===== src/core/nfc_map.svh =====
// Constants of the NAND flash host controller: commands, geometry, address layout and timing.
// What this block does
// - Host drives the four unused upper bits of column cycle two low.
// - Bytes are written by pulsing write strobe low with chip select low.
// - Command latch marks command bytes, address latch marks address bytes.
// - Reset and read status are single-byte commands; read identifier adds one address byte.
// - Read, program and erase need setup, address and confirm bytes.
// - Random column change: 85h for input, 05h then E0h for output.
// - Cache read uses 31h and 3Fh; cache program uses 80h then 15h.
// - Host refuses program, copy-back program, cache program and erase requests to blocks already marked bad.
`ifndef NFC_MAP_SVH
`define NFC_MAP_SVH

`define NFC_CMD_READ        8'h00
`define NFC_CMD_READ_GO     8'h30
`define NFC_CMD_READ_CB_GO  8'h35
`define NFC_CMD_READ_ID     8'h90
`define NFC_CMD_RESET       8'hff
`define NFC_CMD_PROG        8'h80
`define NFC_CMD_PROG_GO     8'h10
`define NFC_CMD_CACHE_GO    8'h15
`define NFC_CMD_COPY_PROG   8'h85
`define NFC_CMD_ERASE       8'h60
`define NFC_CMD_ERASE_GO    8'hd0
`define NFC_CMD_RAND_OUT    8'h05
`define NFC_CMD_RAND_OUT_GO 8'he0
`define NFC_CMD_STATUS      8'h70
`define NFC_CMD_CACHE_NEXT  8'h31
`define NFC_CMD_CACHE_LAST  8'h3f

`define NFC_PAGE_BYTES      2112
`define NFC_SPARE_START     2048
`define NFC_BLOCKS          1024
`define NFC_BLK_LSB         6
`define NFC_COL_W           12
`define NFC_ROW_W           16
`define NFC_ADDR_CYCLES     4
`define NFC_ADDR_ROW_FIRST  2
`define NFC_FIFO_DEPTH      32

`define NFC_CLK_MHZ         40
`define NFC_T_ADL_NS        100
`define NFC_T_WB_NS         100
`define NFC_T_RR_NS         20
`define NFC_T_ADL_CYC       (((`NFC_T_ADL_NS) * `NFC_CLK_MHZ + 999) / 1000)
`define NFC_T_WB_CYC        (((`NFC_T_WB_NS) * `NFC_CLK_MHZ + 999) / 1000)
`define NFC_T_RR_CYC        (((`NFC_T_RR_NS) * `NFC_CLK_MHZ + 999) / 1000)

`endif


===== src/core/nfc_pkg.sv =====
// Types shared by the NAND flash host controller.
package nfc_pkg;
  `include "nfc_map.svh"

  typedef enum logic [6:0] {
    ST_IDLE = 7'h01, ST_CMD1 = 7'h02, ST_ADDR = 7'h04, ST_DIN = 7'h08,
    ST_CMD2 = 7'h10, ST_WAIT = 7'h20, ST_DOUT = 7'h40
  } nfc_state_e;

  typedef enum logic [3:0] {
    OP_RESET, OP_STATUS, OP_READ_ID, OP_READ, OP_READ_CB, OP_PROG, OP_PROG_CB,
    OP_CACHE_PROG, OP_ERASE, OP_RAND_IN, OP_RAND_OUT, OP_CACHE_NEXT, OP_CACHE_LAST,
    OP_CONFIRM
  } nfc_op_e;

  // One request from the user side.
  typedef struct packed {
    nfc_op_e                op;
    logic [`NFC_COL_W-1:0]  col;
    logic [`NFC_ROW_W-1:0]  row;
    logic [11:0]            len;
  } nfc_req_s;

  // Shape of one flash operation on the pins.
  typedef struct packed {
    logic [7:0] c1;
    logic [7:0] c2;
    logic       has_c2;
    logic [2:0] naddr;
    logic [1:0] first;
    logic       din;
    logic       dout;
    logic       wait_rb;
  } nfc_desc_s;
endpackage : nfc_pkg


===== src/core/nfc_host.sv =====
// NAND flash host controller with its write-data FIFO.
`include "nfc_map.svh"
module nfc_fifo #(
  parameter int W = 8,
  parameter int D = 32
) (
  // Clock and reset.
  input  wire logic         clk,
  input  wire logic         rst_n,
  // Filling side.
  input  wire logic         in_valid,
  input  wire logic [W-1:0] in_data,
  output logic              in_ready,
  // Draining side.
  output logic              out_valid,
  output logic [W-1:0]      out_data,
  input  wire logic         out_ready
);
  localparam int AW = $clog2(D);

  typedef struct packed {
    logic [AW-1:0] wr_ptr;
    logic [AW-1:0] rd_ptr;
    logic [AW:0]   count;
    logic          in_ready;
    logic          out_valid;
  } nfc_fifo_st_s;

  nfc_fifo_st_s s_ff;
  nfc_fifo_st_s nxt_s;
  logic [W-1:0] mem [D];
  logic         push;
  logic         pop;

  // Flags are registered so the ready seen by the source is a flip-flop.
  always_comb begin
    push  = in_valid && s_ff.in_ready;
    pop   = s_ff.out_valid && out_ready;
    nxt_s = s_ff;
    if (push) begin
      nxt_s.wr_ptr = (s_ff.wr_ptr == AW'(D - 1)) ? '0 : s_ff.wr_ptr + 1'b1;
    end
    if (pop) begin
      nxt_s.rd_ptr = (s_ff.rd_ptr == AW'(D - 1)) ? '0 : s_ff.rd_ptr + 1'b1;
    end
    nxt_s.count     = s_ff.count + (AW+1)'(push) - (AW+1)'(pop);
    nxt_s.in_ready  = nxt_s.count < (AW+1)'(D);
    nxt_s.out_valid = nxt_s.count != '0;
  end

  // State register.
  always_ff @(posedge clk or negedge rst_n) begin
    if (!rst_n) begin
      s_ff <= '0;
    end else begin
      s_ff <= nxt_s;
    end
  end

  // Storage array.
  always_ff @(posedge clk) begin
    if (push) begin
      mem[s_ff.wr_ptr] <= in_data;
    end
  end

  assign in_ready  = s_ff.in_ready;
  assign out_valid = s_ff.out_valid;
  assign out_data  = mem[s_ff.rd_ptr];
endmodule : nfc_fifo

module nfc_host
  import nfc_pkg::*;
#(
  parameter int FIFO_DEPTH = `NFC_FIFO_DEPTH
) (
  // Clock and reset.
  input  wire logic       clk,
  input  wire logic       rst_n,
  // Request port.
  input  wire logic       cmd_valid,
  input  nfc_req_s        cmd,
  output logic            cmd_ready,
  output logic            done,
  output logic            err,
  // Program data in and read data out.
  input  wire logic       wr_valid,
  input  wire logic [7:0] wr_data,
  output logic            wr_ready,
  output logic            rd_valid,
  output logic [7:0]      rd_data,
  // Bad block marking and write permission.
  input  wire logic       mark_valid,
  input  wire logic [9:0] mark_block,
  input  wire logic       wr_allow,
  // Flash pins.
  output logic            ce_n,
  output logic            cle,
  output logic            ale,
  output logic            we_n,
  output logic            read_strobe_n,
  output logic            wp_n,
  output logic [7:0]      data_pins_out,
  output logic            data_pins_oe,
  input  wire logic [7:0] data_pins_in,
  input  wire logic       rb_in
);
  typedef struct packed {
    nfc_state_e  state;
    logic        ph;
    nfc_req_s    req;
    nfc_desc_s   desc;
    logic [1:0]  idx;
    logic [11:0] left;
    logic [2:0]  gap;
    logic        ce_n, cle, ale, we_n, rd_n, wp_n;
    logic [7:0]  dq_out;
    logic        dq_oe;
    logic        cmd_ready, done, err, rd_valid;
    logic [7:0]  rd_data;
  } nfc_st_s;

  nfc_st_s          s_ff;
  nfc_st_s          nxt_s;
  nfc_desc_s        dsc;
  logic [`NFC_BLOCKS-1:0] bad_ff;
  logic             f_valid;
  logic [7:0]       f_data;
  logic             f_pop;
  logic [12:0]      room;
  nfc_state_e       post_c2;
  nfc_state_e       post_addr;

  // Shape of each operation: command bytes, address cycles, data and busy wait.
  function automatic nfc_desc_s op_desc(input nfc_op_e op);
    nfc_desc_s d;
    d = '{c1: `NFC_CMD_RESET, c2: 8'h00, has_c2: 1'b0, naddr: 3'h0, first: 2'h0,
          din: 1'b0, dout: 1'b0, wait_rb: 1'b0};
    case (op)
      OP_RESET:      d.wait_rb = 1'b1;
      OP_STATUS:     begin d.c1 = `NFC_CMD_STATUS; d.dout = 1'b1; end
      OP_READ_ID:    begin d.c1 = `NFC_CMD_READ_ID; d.naddr = 3'h1; d.dout = 1'b1; end
      OP_READ:       d = '{`NFC_CMD_READ, `NFC_CMD_READ_GO, 1'b1, 3'h4, 2'h0,
                           1'b0, 1'b1, 1'b1};
      OP_READ_CB:    d = '{`NFC_CMD_READ, `NFC_CMD_READ_CB_GO, 1'b1, 3'h4, 2'h0,
                           1'b0, 1'b0, 1'b1};
      OP_PROG:       d = '{`NFC_CMD_PROG, `NFC_CMD_PROG_GO, 1'b1, 3'h4, 2'h0,
                           1'b1, 1'b0, 1'b1};
      OP_PROG_CB:    d = '{`NFC_CMD_COPY_PROG, `NFC_CMD_PROG_GO, 1'b1, 3'h4, 2'h0,
                           1'b0, 1'b0, 1'b1};
      OP_CACHE_PROG: d = '{`NFC_CMD_PROG, `NFC_CMD_CACHE_GO, 1'b1, 3'h4, 2'h0,
                           1'b1, 1'b0, 1'b1};
      OP_ERASE:      d = '{`NFC_CMD_ERASE, `NFC_CMD_ERASE_GO, 1'b1, 3'h2,
                           2'(`NFC_ADDR_ROW_FIRST), 1'b0, 1'b0, 1'b1};
      OP_RAND_IN:    d = '{`NFC_CMD_COPY_PROG, 8'h00, 1'b0, 3'h2, 2'h0,
                           1'b1, 1'b0, 1'b0};
      OP_RAND_OUT:   d = '{`NFC_CMD_RAND_OUT, `NFC_CMD_RAND_OUT_GO, 1'b1, 3'h2, 2'h0,
                           1'b0, 1'b1, 1'b0};
      OP_CACHE_NEXT: d = '{`NFC_CMD_CACHE_NEXT, 8'h00, 1'b0, 3'h0, 2'h0,
                           1'b0, 1'b1, 1'b1};
      OP_CACHE_LAST: d = '{`NFC_CMD_CACHE_LAST, 8'h00, 1'b0, 3'h0, 2'h0,
                           1'b0, 1'b1, 1'b1};
      OP_CONFIRM:    d = '{`NFC_CMD_PROG_GO, 8'h00, 1'b0, 3'h0, 2'h0,
                           1'b0, 1'b0, 1'b1};
      default:       d.wait_rb = 1'b1;
    endcase
    return d;
  endfunction : op_desc

  // Byte carried by each of the four address cycles, least significant first.
  function automatic logic [7:0] addr_byte(input logic [1:0] i, input nfc_req_s r);
    case (i)
      2'h0:    return r.col[7:0];
      2'h1:    return {4'h0, r.col[11:8]};
      2'h2:    return r.row[7:0];
      default: return r.row[15:8];
    endcase
  endfunction : addr_byte

  // Operations that change the array and so must avoid bad blocks.
  function automatic logic is_write(input nfc_op_e op);
    return op == OP_PROG || op == OP_PROG_CB || op == OP_CACHE_PROG || op == OP_ERASE;
  endfunction : is_write

  // Program data passes through the FIFO; an empty FIFO stalls the write strobes.
  nfc_fifo #(.W(8), .D(FIFO_DEPTH)) u_fifo (
    .clk       (clk),
    .rst_n     (rst_n),
    .in_valid  (wr_valid),
    .in_data   (wr_data),
    .in_ready  (wr_ready),
    .out_valid (f_valid),
    .out_data  (f_data),
    .out_ready (f_pop)
  );

  // Bad block table filled by the user side.
  always_ff @(posedge clk or negedge rst_n) begin
    if (!rst_n) begin
      bad_ff <= '0;
    end else if (mark_valid) begin
      bad_ff[mark_block] <= 1'b1;
    end
  end

  // Sequencer: every pin strobe is one cycle low and one cycle high.
  always_comb begin
    nxt_s      = s_ff;
    dsc        = op_desc(cmd.op);
    f_pop      = 1'b0;
    room       = 13'(`NFC_PAGE_BYTES) - {1'b0, s_ff.req.col};
    post_c2    = s_ff.desc.wait_rb ? ST_WAIT : (s_ff.desc.dout ? ST_DOUT : ST_IDLE);
    post_addr  = s_ff.desc.din ? ST_DIN : (s_ff.desc.has_c2 ? ST_CMD2 : post_c2);
    nxt_s.done     = 1'b0;
    nxt_s.err      = 1'b0;
    nxt_s.rd_valid = 1'b0;
    nxt_s.wp_n     = wr_allow;
    case (s_ff.state)
      ST_IDLE: begin
        if (cmd_valid && s_ff.cmd_ready) begin
          if ((!rb_in && cmd.op != OP_RESET && cmd.op != OP_STATUS) ||
              (is_write(cmd.op) && bad_ff[cmd.row[15:`NFC_BLK_LSB]])) begin
            nxt_s.err  = 1'b1;
            nxt_s.done = 1'b1;
          end else begin
            nxt_s.req       = cmd;
            nxt_s.desc      = dsc;
            nxt_s.idx       = dsc.first;
            nxt_s.cmd_ready = 1'b0;
            nxt_s.ce_n      = 1'b0;
            nxt_s.ph        = 1'b0;
            nxt_s.state     = ST_CMD1;
          end
        end
      end
      ST_CMD1, ST_CMD2: begin
        if (!s_ff.ph) begin
          nxt_s.we_n   = 1'b0;
          nxt_s.cle    = 1'b1;
          nxt_s.ale    = 1'b0;
          nxt_s.dq_out = (s_ff.state == ST_CMD1) ? s_ff.desc.c1 : s_ff.desc.c2;
          nxt_s.dq_oe  = 1'b1;
          nxt_s.ph     = 1'b1;
        end else begin
          nxt_s.we_n  = 1'b1;
          nxt_s.ph    = 1'b0;
          nxt_s.left  = (room[12] || room == '0) ? 12'h000 :
                        ({1'b0, s_ff.req.len} > room) ? room[11:0] : s_ff.req.len;
          if (s_ff.state == ST_CMD2) begin
            nxt_s.state = post_c2;
          end else if (s_ff.desc.naddr != 3'h0) begin
            nxt_s.state = ST_ADDR;
          end else begin
            nxt_s.state = post_addr;
          end
        end
      end
      ST_ADDR: begin
        if (!s_ff.ph) begin
          nxt_s.we_n   = 1'b0;
          nxt_s.cle    = 1'b0;
          nxt_s.ale    = 1'b1;
          nxt_s.dq_out = addr_byte(s_ff.idx, s_ff.req);
          nxt_s.ph     = 1'b1;
        end else begin
          nxt_s.we_n  = 1'b1;
          nxt_s.ph    = 1'b0;
          nxt_s.idx   = s_ff.idx + 2'h1;
          nxt_s.desc.naddr = s_ff.desc.naddr - 3'h1;
          if (s_ff.desc.naddr == 3'h1) begin
            nxt_s.state = post_addr;
          end
        end
      end
      ST_DIN: begin
        if (s_ff.gap != 3'h0) begin
          nxt_s.gap = s_ff.gap - 3'h1;
        end else if (!s_ff.ph) begin
          if (s_ff.left == 12'h000) begin
            nxt_s.state = s_ff.desc.has_c2 ? ST_CMD2 : post_c2;
          end else if (f_valid) begin
            f_pop        = 1'b1;
            nxt_s.we_n   = 1'b0;
            nxt_s.cle    = 1'b0;
            nxt_s.ale    = 1'b0;
            nxt_s.dq_out = f_data;
            nxt_s.ph     = 1'b1;
          end
        end else begin
          nxt_s.we_n = 1'b1;
          nxt_s.ph   = 1'b0;
          nxt_s.left = s_ff.left - 12'h001;
        end
      end
      ST_WAIT: begin
        if (s_ff.gap != 3'h0) begin
          nxt_s.gap = s_ff.gap - 3'h1;
        end else if (rb_in) begin
          nxt_s.state = s_ff.desc.dout ? ST_DOUT : ST_IDLE;
        end
      end
      ST_DOUT: begin
        if (s_ff.gap != 3'h0) begin
          nxt_s.gap   = s_ff.gap - 3'h1;
          nxt_s.cle   = 1'b0; // Latches drop one edge after entry here: after the last write strobe rise, or after the busy wait when one came between.
          nxt_s.ale   = 1'b0;
          nxt_s.dq_oe = 1'b0;
        end else if (!s_ff.ph) begin
          if (s_ff.left == 12'h000) begin
            nxt_s.state = ST_IDLE;
          end else begin
            nxt_s.rd_n = 1'b0;
            nxt_s.ph   = 1'b1;
          end
        end else begin
          nxt_s.rd_n     = 1'b1;
          nxt_s.ph       = 1'b0;
          nxt_s.rd_valid = 1'b1;
          nxt_s.rd_data  = data_pins_in;
          nxt_s.left     = s_ff.left - 12'h001;
        end
      end
      default: nxt_s.state = ST_IDLE;
    endcase
    // Entry actions: spacing before data or busy sampling, and release at the end.
    if (nxt_s.state != s_ff.state) begin
      if (nxt_s.state == ST_WAIT) begin
        nxt_s.gap = 3'(`NFC_T_WB_CYC);
      end else if (nxt_s.state == ST_DIN || nxt_s.state == ST_DOUT) begin
        nxt_s.gap = (s_ff.state == ST_WAIT) ? 3'(`NFC_T_RR_CYC) : 3'(`NFC_T_ADL_CYC);
      end
      if (nxt_s.state == ST_IDLE && s_ff.state != ST_IDLE) begin
        nxt_s.ce_n      = 1'b1;
        nxt_s.cle       = 1'b0;
        nxt_s.ale       = 1'b0;
        nxt_s.dq_oe     = 1'b0;
        nxt_s.cmd_ready = 1'b1;
        nxt_s.done      = 1'b1;
      end
    end
  end

  // State register with pins idle after reset.
  always_ff @(posedge clk or negedge rst_n) begin
    if (!rst_n) begin
      s_ff           <= '0;
      s_ff.state     <= ST_IDLE;
      s_ff.ce_n      <= 1'b1;
      s_ff.we_n      <= 1'b1;
      s_ff.rd_n      <= 1'b1;
      s_ff.cmd_ready <= 1'b1;
    end else begin
      s_ff <= nxt_s;
    end
  end

  // Outputs straight from the state register.
  assign cmd_ready     = s_ff.cmd_ready;
  assign done          = s_ff.done;
  assign err           = s_ff.err;
  assign rd_valid      = s_ff.rd_valid;
  assign rd_data       = s_ff.rd_data;
  assign ce_n          = s_ff.ce_n;
  assign cle           = s_ff.cle;
  assign ale           = s_ff.ale;
  assign we_n          = s_ff.we_n;
  assign read_strobe_n = s_ff.rd_n;
  assign wp_n          = s_ff.wp_n;
  assign data_pins_out = s_ff.dq_out;
  assign data_pins_oe  = s_ff.dq_oe;
endmodule : nfc_host


===== config.mk =====
export PLATFORM = sky130hd
export DESIGN_NAME = nfc_host
export DESIGN_NICKNAME = d
export VERILOG_FILES = /design/src/core/nfc_pkg.sv /design/src/core/nfc_host.sv
export VERILOG_INCLUDE_DIRS = /design/src /design/src/core
export SDC_FILE = /design/constraint.sdc
export NUM_CORES = 2
export LEC_CHECK = 0
export BUFFER_PORTS_ARGS = -buffer_cell sky130_fd_sc_hd__clkbuf_2
export CORE_ASPECT_RATIO = 0.75
export CORE_MARGIN = 2
export CORE_UTILIZATION = 43
export DETAILED_ROUTE_END_ITERATION = 10
export GPL_TIMING_DRIVEN = 0
export SLEW_MARGIN = 20
export SYNTH_ARGS = -nofsm -noshare
export SYNTH_HDL_FRONTEND = slang
export SYNTH_SLANG_ARGS = --single-unit

===== constraint.sdc =====
create_clock -name clk -period 4.89 [get_ports clk]
set_input_delay 0.978 -clock clk [delete_from_list [all_inputs] [get_ports clk]]
set_output_delay 0.978 -clock clk [all_outputs]
set_load 0.02 [all_outputs]

==> flow_metrics.tcl <==
set metrics [dict create \
    status "finished with violations" \
    violations "negative setup slack" \
    hold_buffers 0 \
    grt_remaining_overflow 0 \
    htreeDepth 4 \
    rsz0062_at_grt "false" \
    powerDensity_nw_per_um2 417 \
    cts_made_buffers 142 \
    cp_max_fo 10 \
    path_cells "buf_2 > buf_4 > buf_4 > buf_4 > buf_4 > mux4_2 > a22oi_1 > a21oi_1 > a21oi_1 > a21oi_1 > a31oi_1 > a22oi_2 > nor3_4 > buf_6 > buf_6 > mux2_1" \
    cts_buffer_depth 3 \
    crit_type "in2reg" \
    drtAntennaViolNets 0 \
    ys_top_cells_by_area "dfrtp_1, a21o_1, edfxtp_1, mux4_2, clkbuf_1" \
    drc 0 \
    yosys_most_used_dff "dfrtp_1" \
    finalCritPeriodShare 1.02 \
    start_kind "primary input" \
    finClkSkew_ps 36.2 \
    synth_edf_count 256 \
    fin_ws_ps -79.6 \
    maxCapViolations 0 \
    clk_latency_ps 810 \
    netlist_area_um2 60200 \
    dr.first_iter.drc_count 5361 \
    ys_seq_elements 1408 \
    hpwl_mm 144 \
    r2r_cells 18 \
    drt_wl_total_mm 207 \
    first_pass_iters 8 \
    total_leakage_power_nw 37.5 \
    crit_top_cell "buf_4" \
    die-area_um2 143000 \
    pin_count 105 \
    final_util 0.496 \
    synth-async-reset-ratio 0.818 \
    setup.worst_path.end_class "flop" \
    via_per_inst 6.20 \
    peakVddDrop_mv 0.342 \
    finalCriticalPeriod_ps 4970 \
    post-place-ws_ps -1810 \
    synth.distinct_cells 77 \
    syn_nets 4372 \
    hold_class "in2async" \
    setup_tns_ps -698 \
    yosysSeqAreaShare 0.607 \
    synth_top_cell_by_area "dfrtp_1" \
    cts.sinks 1408 \
    io_buffers 95 \
    crit_required_ps 5550 \
    cp_slowest_cell "buf_4" \
    die_w_um 436 \
    maxSlewViolCount 0 \
    routedWlPerCell_um 31.8 \
    fmax_mhz 201 \
    start_util 0.435 \
    clockRootBuffer "clkbuf_16" \
    antenna_found_initial 7 \
    cts_tree "done" \
    fp.coreArea_um2 138000 \
    grt_max_degree 95 \
    slowest_delay_ps 440 \
    synth_warnings 0 \
    ys_top_cells_by_count "dfrtp_1, a21o_1, mux4_2" \
    grt_pass1_wl_mm 295 \
    setup_viol 16 \
    netlist_instances 4258 \
    synthDominantCellAreaShare 0.477 \
    drive_gt1_frac 0.191 \
    path_clk_slew_ps 60 \
    maxSlewHeadroom 0.202 \
    grt_pass1_vias 39557 \
    place.gp.congestion 1.04 \
    synth.avg_cell_area_um2 14.1 \
    area_growth_pct 14.0 \
    vias 40296 \
    hold_violations 0 \
    placementRows 118 \
    synth_most_common_cell "dfrtp_1" \
    fin_nets 4633 \
    fp.dieH_um 328 \
    track_usage 0.290 \
    cp_data_arrival_time_ps 5630 \
    tightest_slew_ps 1190 \
]
==> layer usage <==
layer / GRT usage / vias up / routed length [um]
met1: 0.431 / 21433 / 90000
li1: - / 16400 / -
met4: 0.0901 / 8 / 6500
met2: 0.383 / 2108 / 83000
met3: 0.120 / 347 / 27100
met5: 0 / - / 47
==> area by class of cell <==
type | instances | area (um2)
inverters | 51 | 191
clock inverters | 49 | 553
flip-flops and latches | 1408 | 36500
fillers | 12121 | 69800
plain buffers | 361 | 1780
diodes | 5 | 12.5
clock buffers | 209 | 4280
multi-input cells | 2437 | 22000
well taps | 1860 | 2330
repair buffers | 118 | 965
==> cells in the final DEF (no fill, tap or decap), types with 34 or more instances in the layout <==
cell type  count
ha_1          36
nor2_1       174
a21o_1      1030
dfrtp_1     1147
clkbuf_16    148
mux4_2       310
mux2i_1       71
clkbuf_2     103
buf_4         53
a22oi_1       50
clkbuf_8      35
inv_1         47
edfxtp_1     256
nand2_1      136
o21ai_0       58
a21oi_1       89
nor3_1        34
clkbuf_1     282
mux2_2        74
==> stage by stage <==
step / hold slack (ps) / cell area, um2 / instances / power (W)
6_report: 135 / 68600 / 6498 / 0.0287
5_1_grt: 130 / 68600 / 6493 / 0.0297
4_1_cts: 109 / 68500 / 6490 / 0.0287
3_5_place_dp: 437 / 63500 / 6232 / 0.0174
3_3_place_gp: 431 / 63000 / 6213 / 0.0173
2_1_floorplan: 420 / 60200 / 4258 / 0.0158
==> report_power, final <==
part | switching [W] | total, W | internal [W] | leakage (nW)
combinational | 0.00255 | 0.00412 | 0.00157 | 17.1
sequential | 0.000517 | 0.0132 | 0.0127 | 18.0
clock | 0.00485 | 0.0114 | 0.00651 | 2.37
==> worst max-delay path, delay by kind of cell <==
kind                   cells  cell delay [ps]
muxes                      2              700
buffers and inverters      7             2000
AOI/OAI and AO/OA          6             1540
and+or+nand+nor            1              330
==> state kept, by name, indices dropped and copies added (netlist names) <==
signal and flops:
rd_data 8, u_fifo.out_valid 1, s_ff 83, bad_ff 1024, data_pins_out 8, rd_valid 1, u_fifo.in_ready 1, u_fifo.s_ff 16
ale 1, wp_n 1, read_strobe_n 1, ce_n 1, done 1, we_n 1, data_pins_oe 1, cmd_ready 1
cle 1, u_fifo.mem 256, err 1
==> logic make-up (layout without fill, tap and decap cells) <==
group | after synthesis | in the layout | synth area share
other | 0 | 5 | 0
multiplexers | 465 | 465 | 0.143
buffers and inverters | 413 | 788 | 0.0305
AND/OR/NAND/NOR | 537 | 537 | 0.0427
AO/OA/AOI/OAI | 1379 | 1379 | 0.166
adder cells (fa/ha/maj) | 37 | 37 | 0.00781
XOR/XNOR | 19 | 19 | 0.00276
flip-flops | 1408 | 1408 | 0.607
==> final timing paths <==
check / to / start / slack [ps]
max: s_ff[104] / cmd[20] / -80
min reg2reg: bad_ff[830] / bad_ff[830] / 450
max in group asynchronous: bad_ff[390] / rst_n / 2310
min: wp_n / rst_n / 130
max reg2reg: u_fifo.out_valid / s_ff[30] / 500
min in group clk: wp_n / wr_allow / 300
==> repair_timing <==
item                                    CTS  global route
gates resized for setup                  47            23
cloned                                    0             0
buffers inserted                          1             3
pin swaps                                 1             2
endpoints found under the setup margin   67            65
Note: power is estimated with default switching activity, not from simulation.
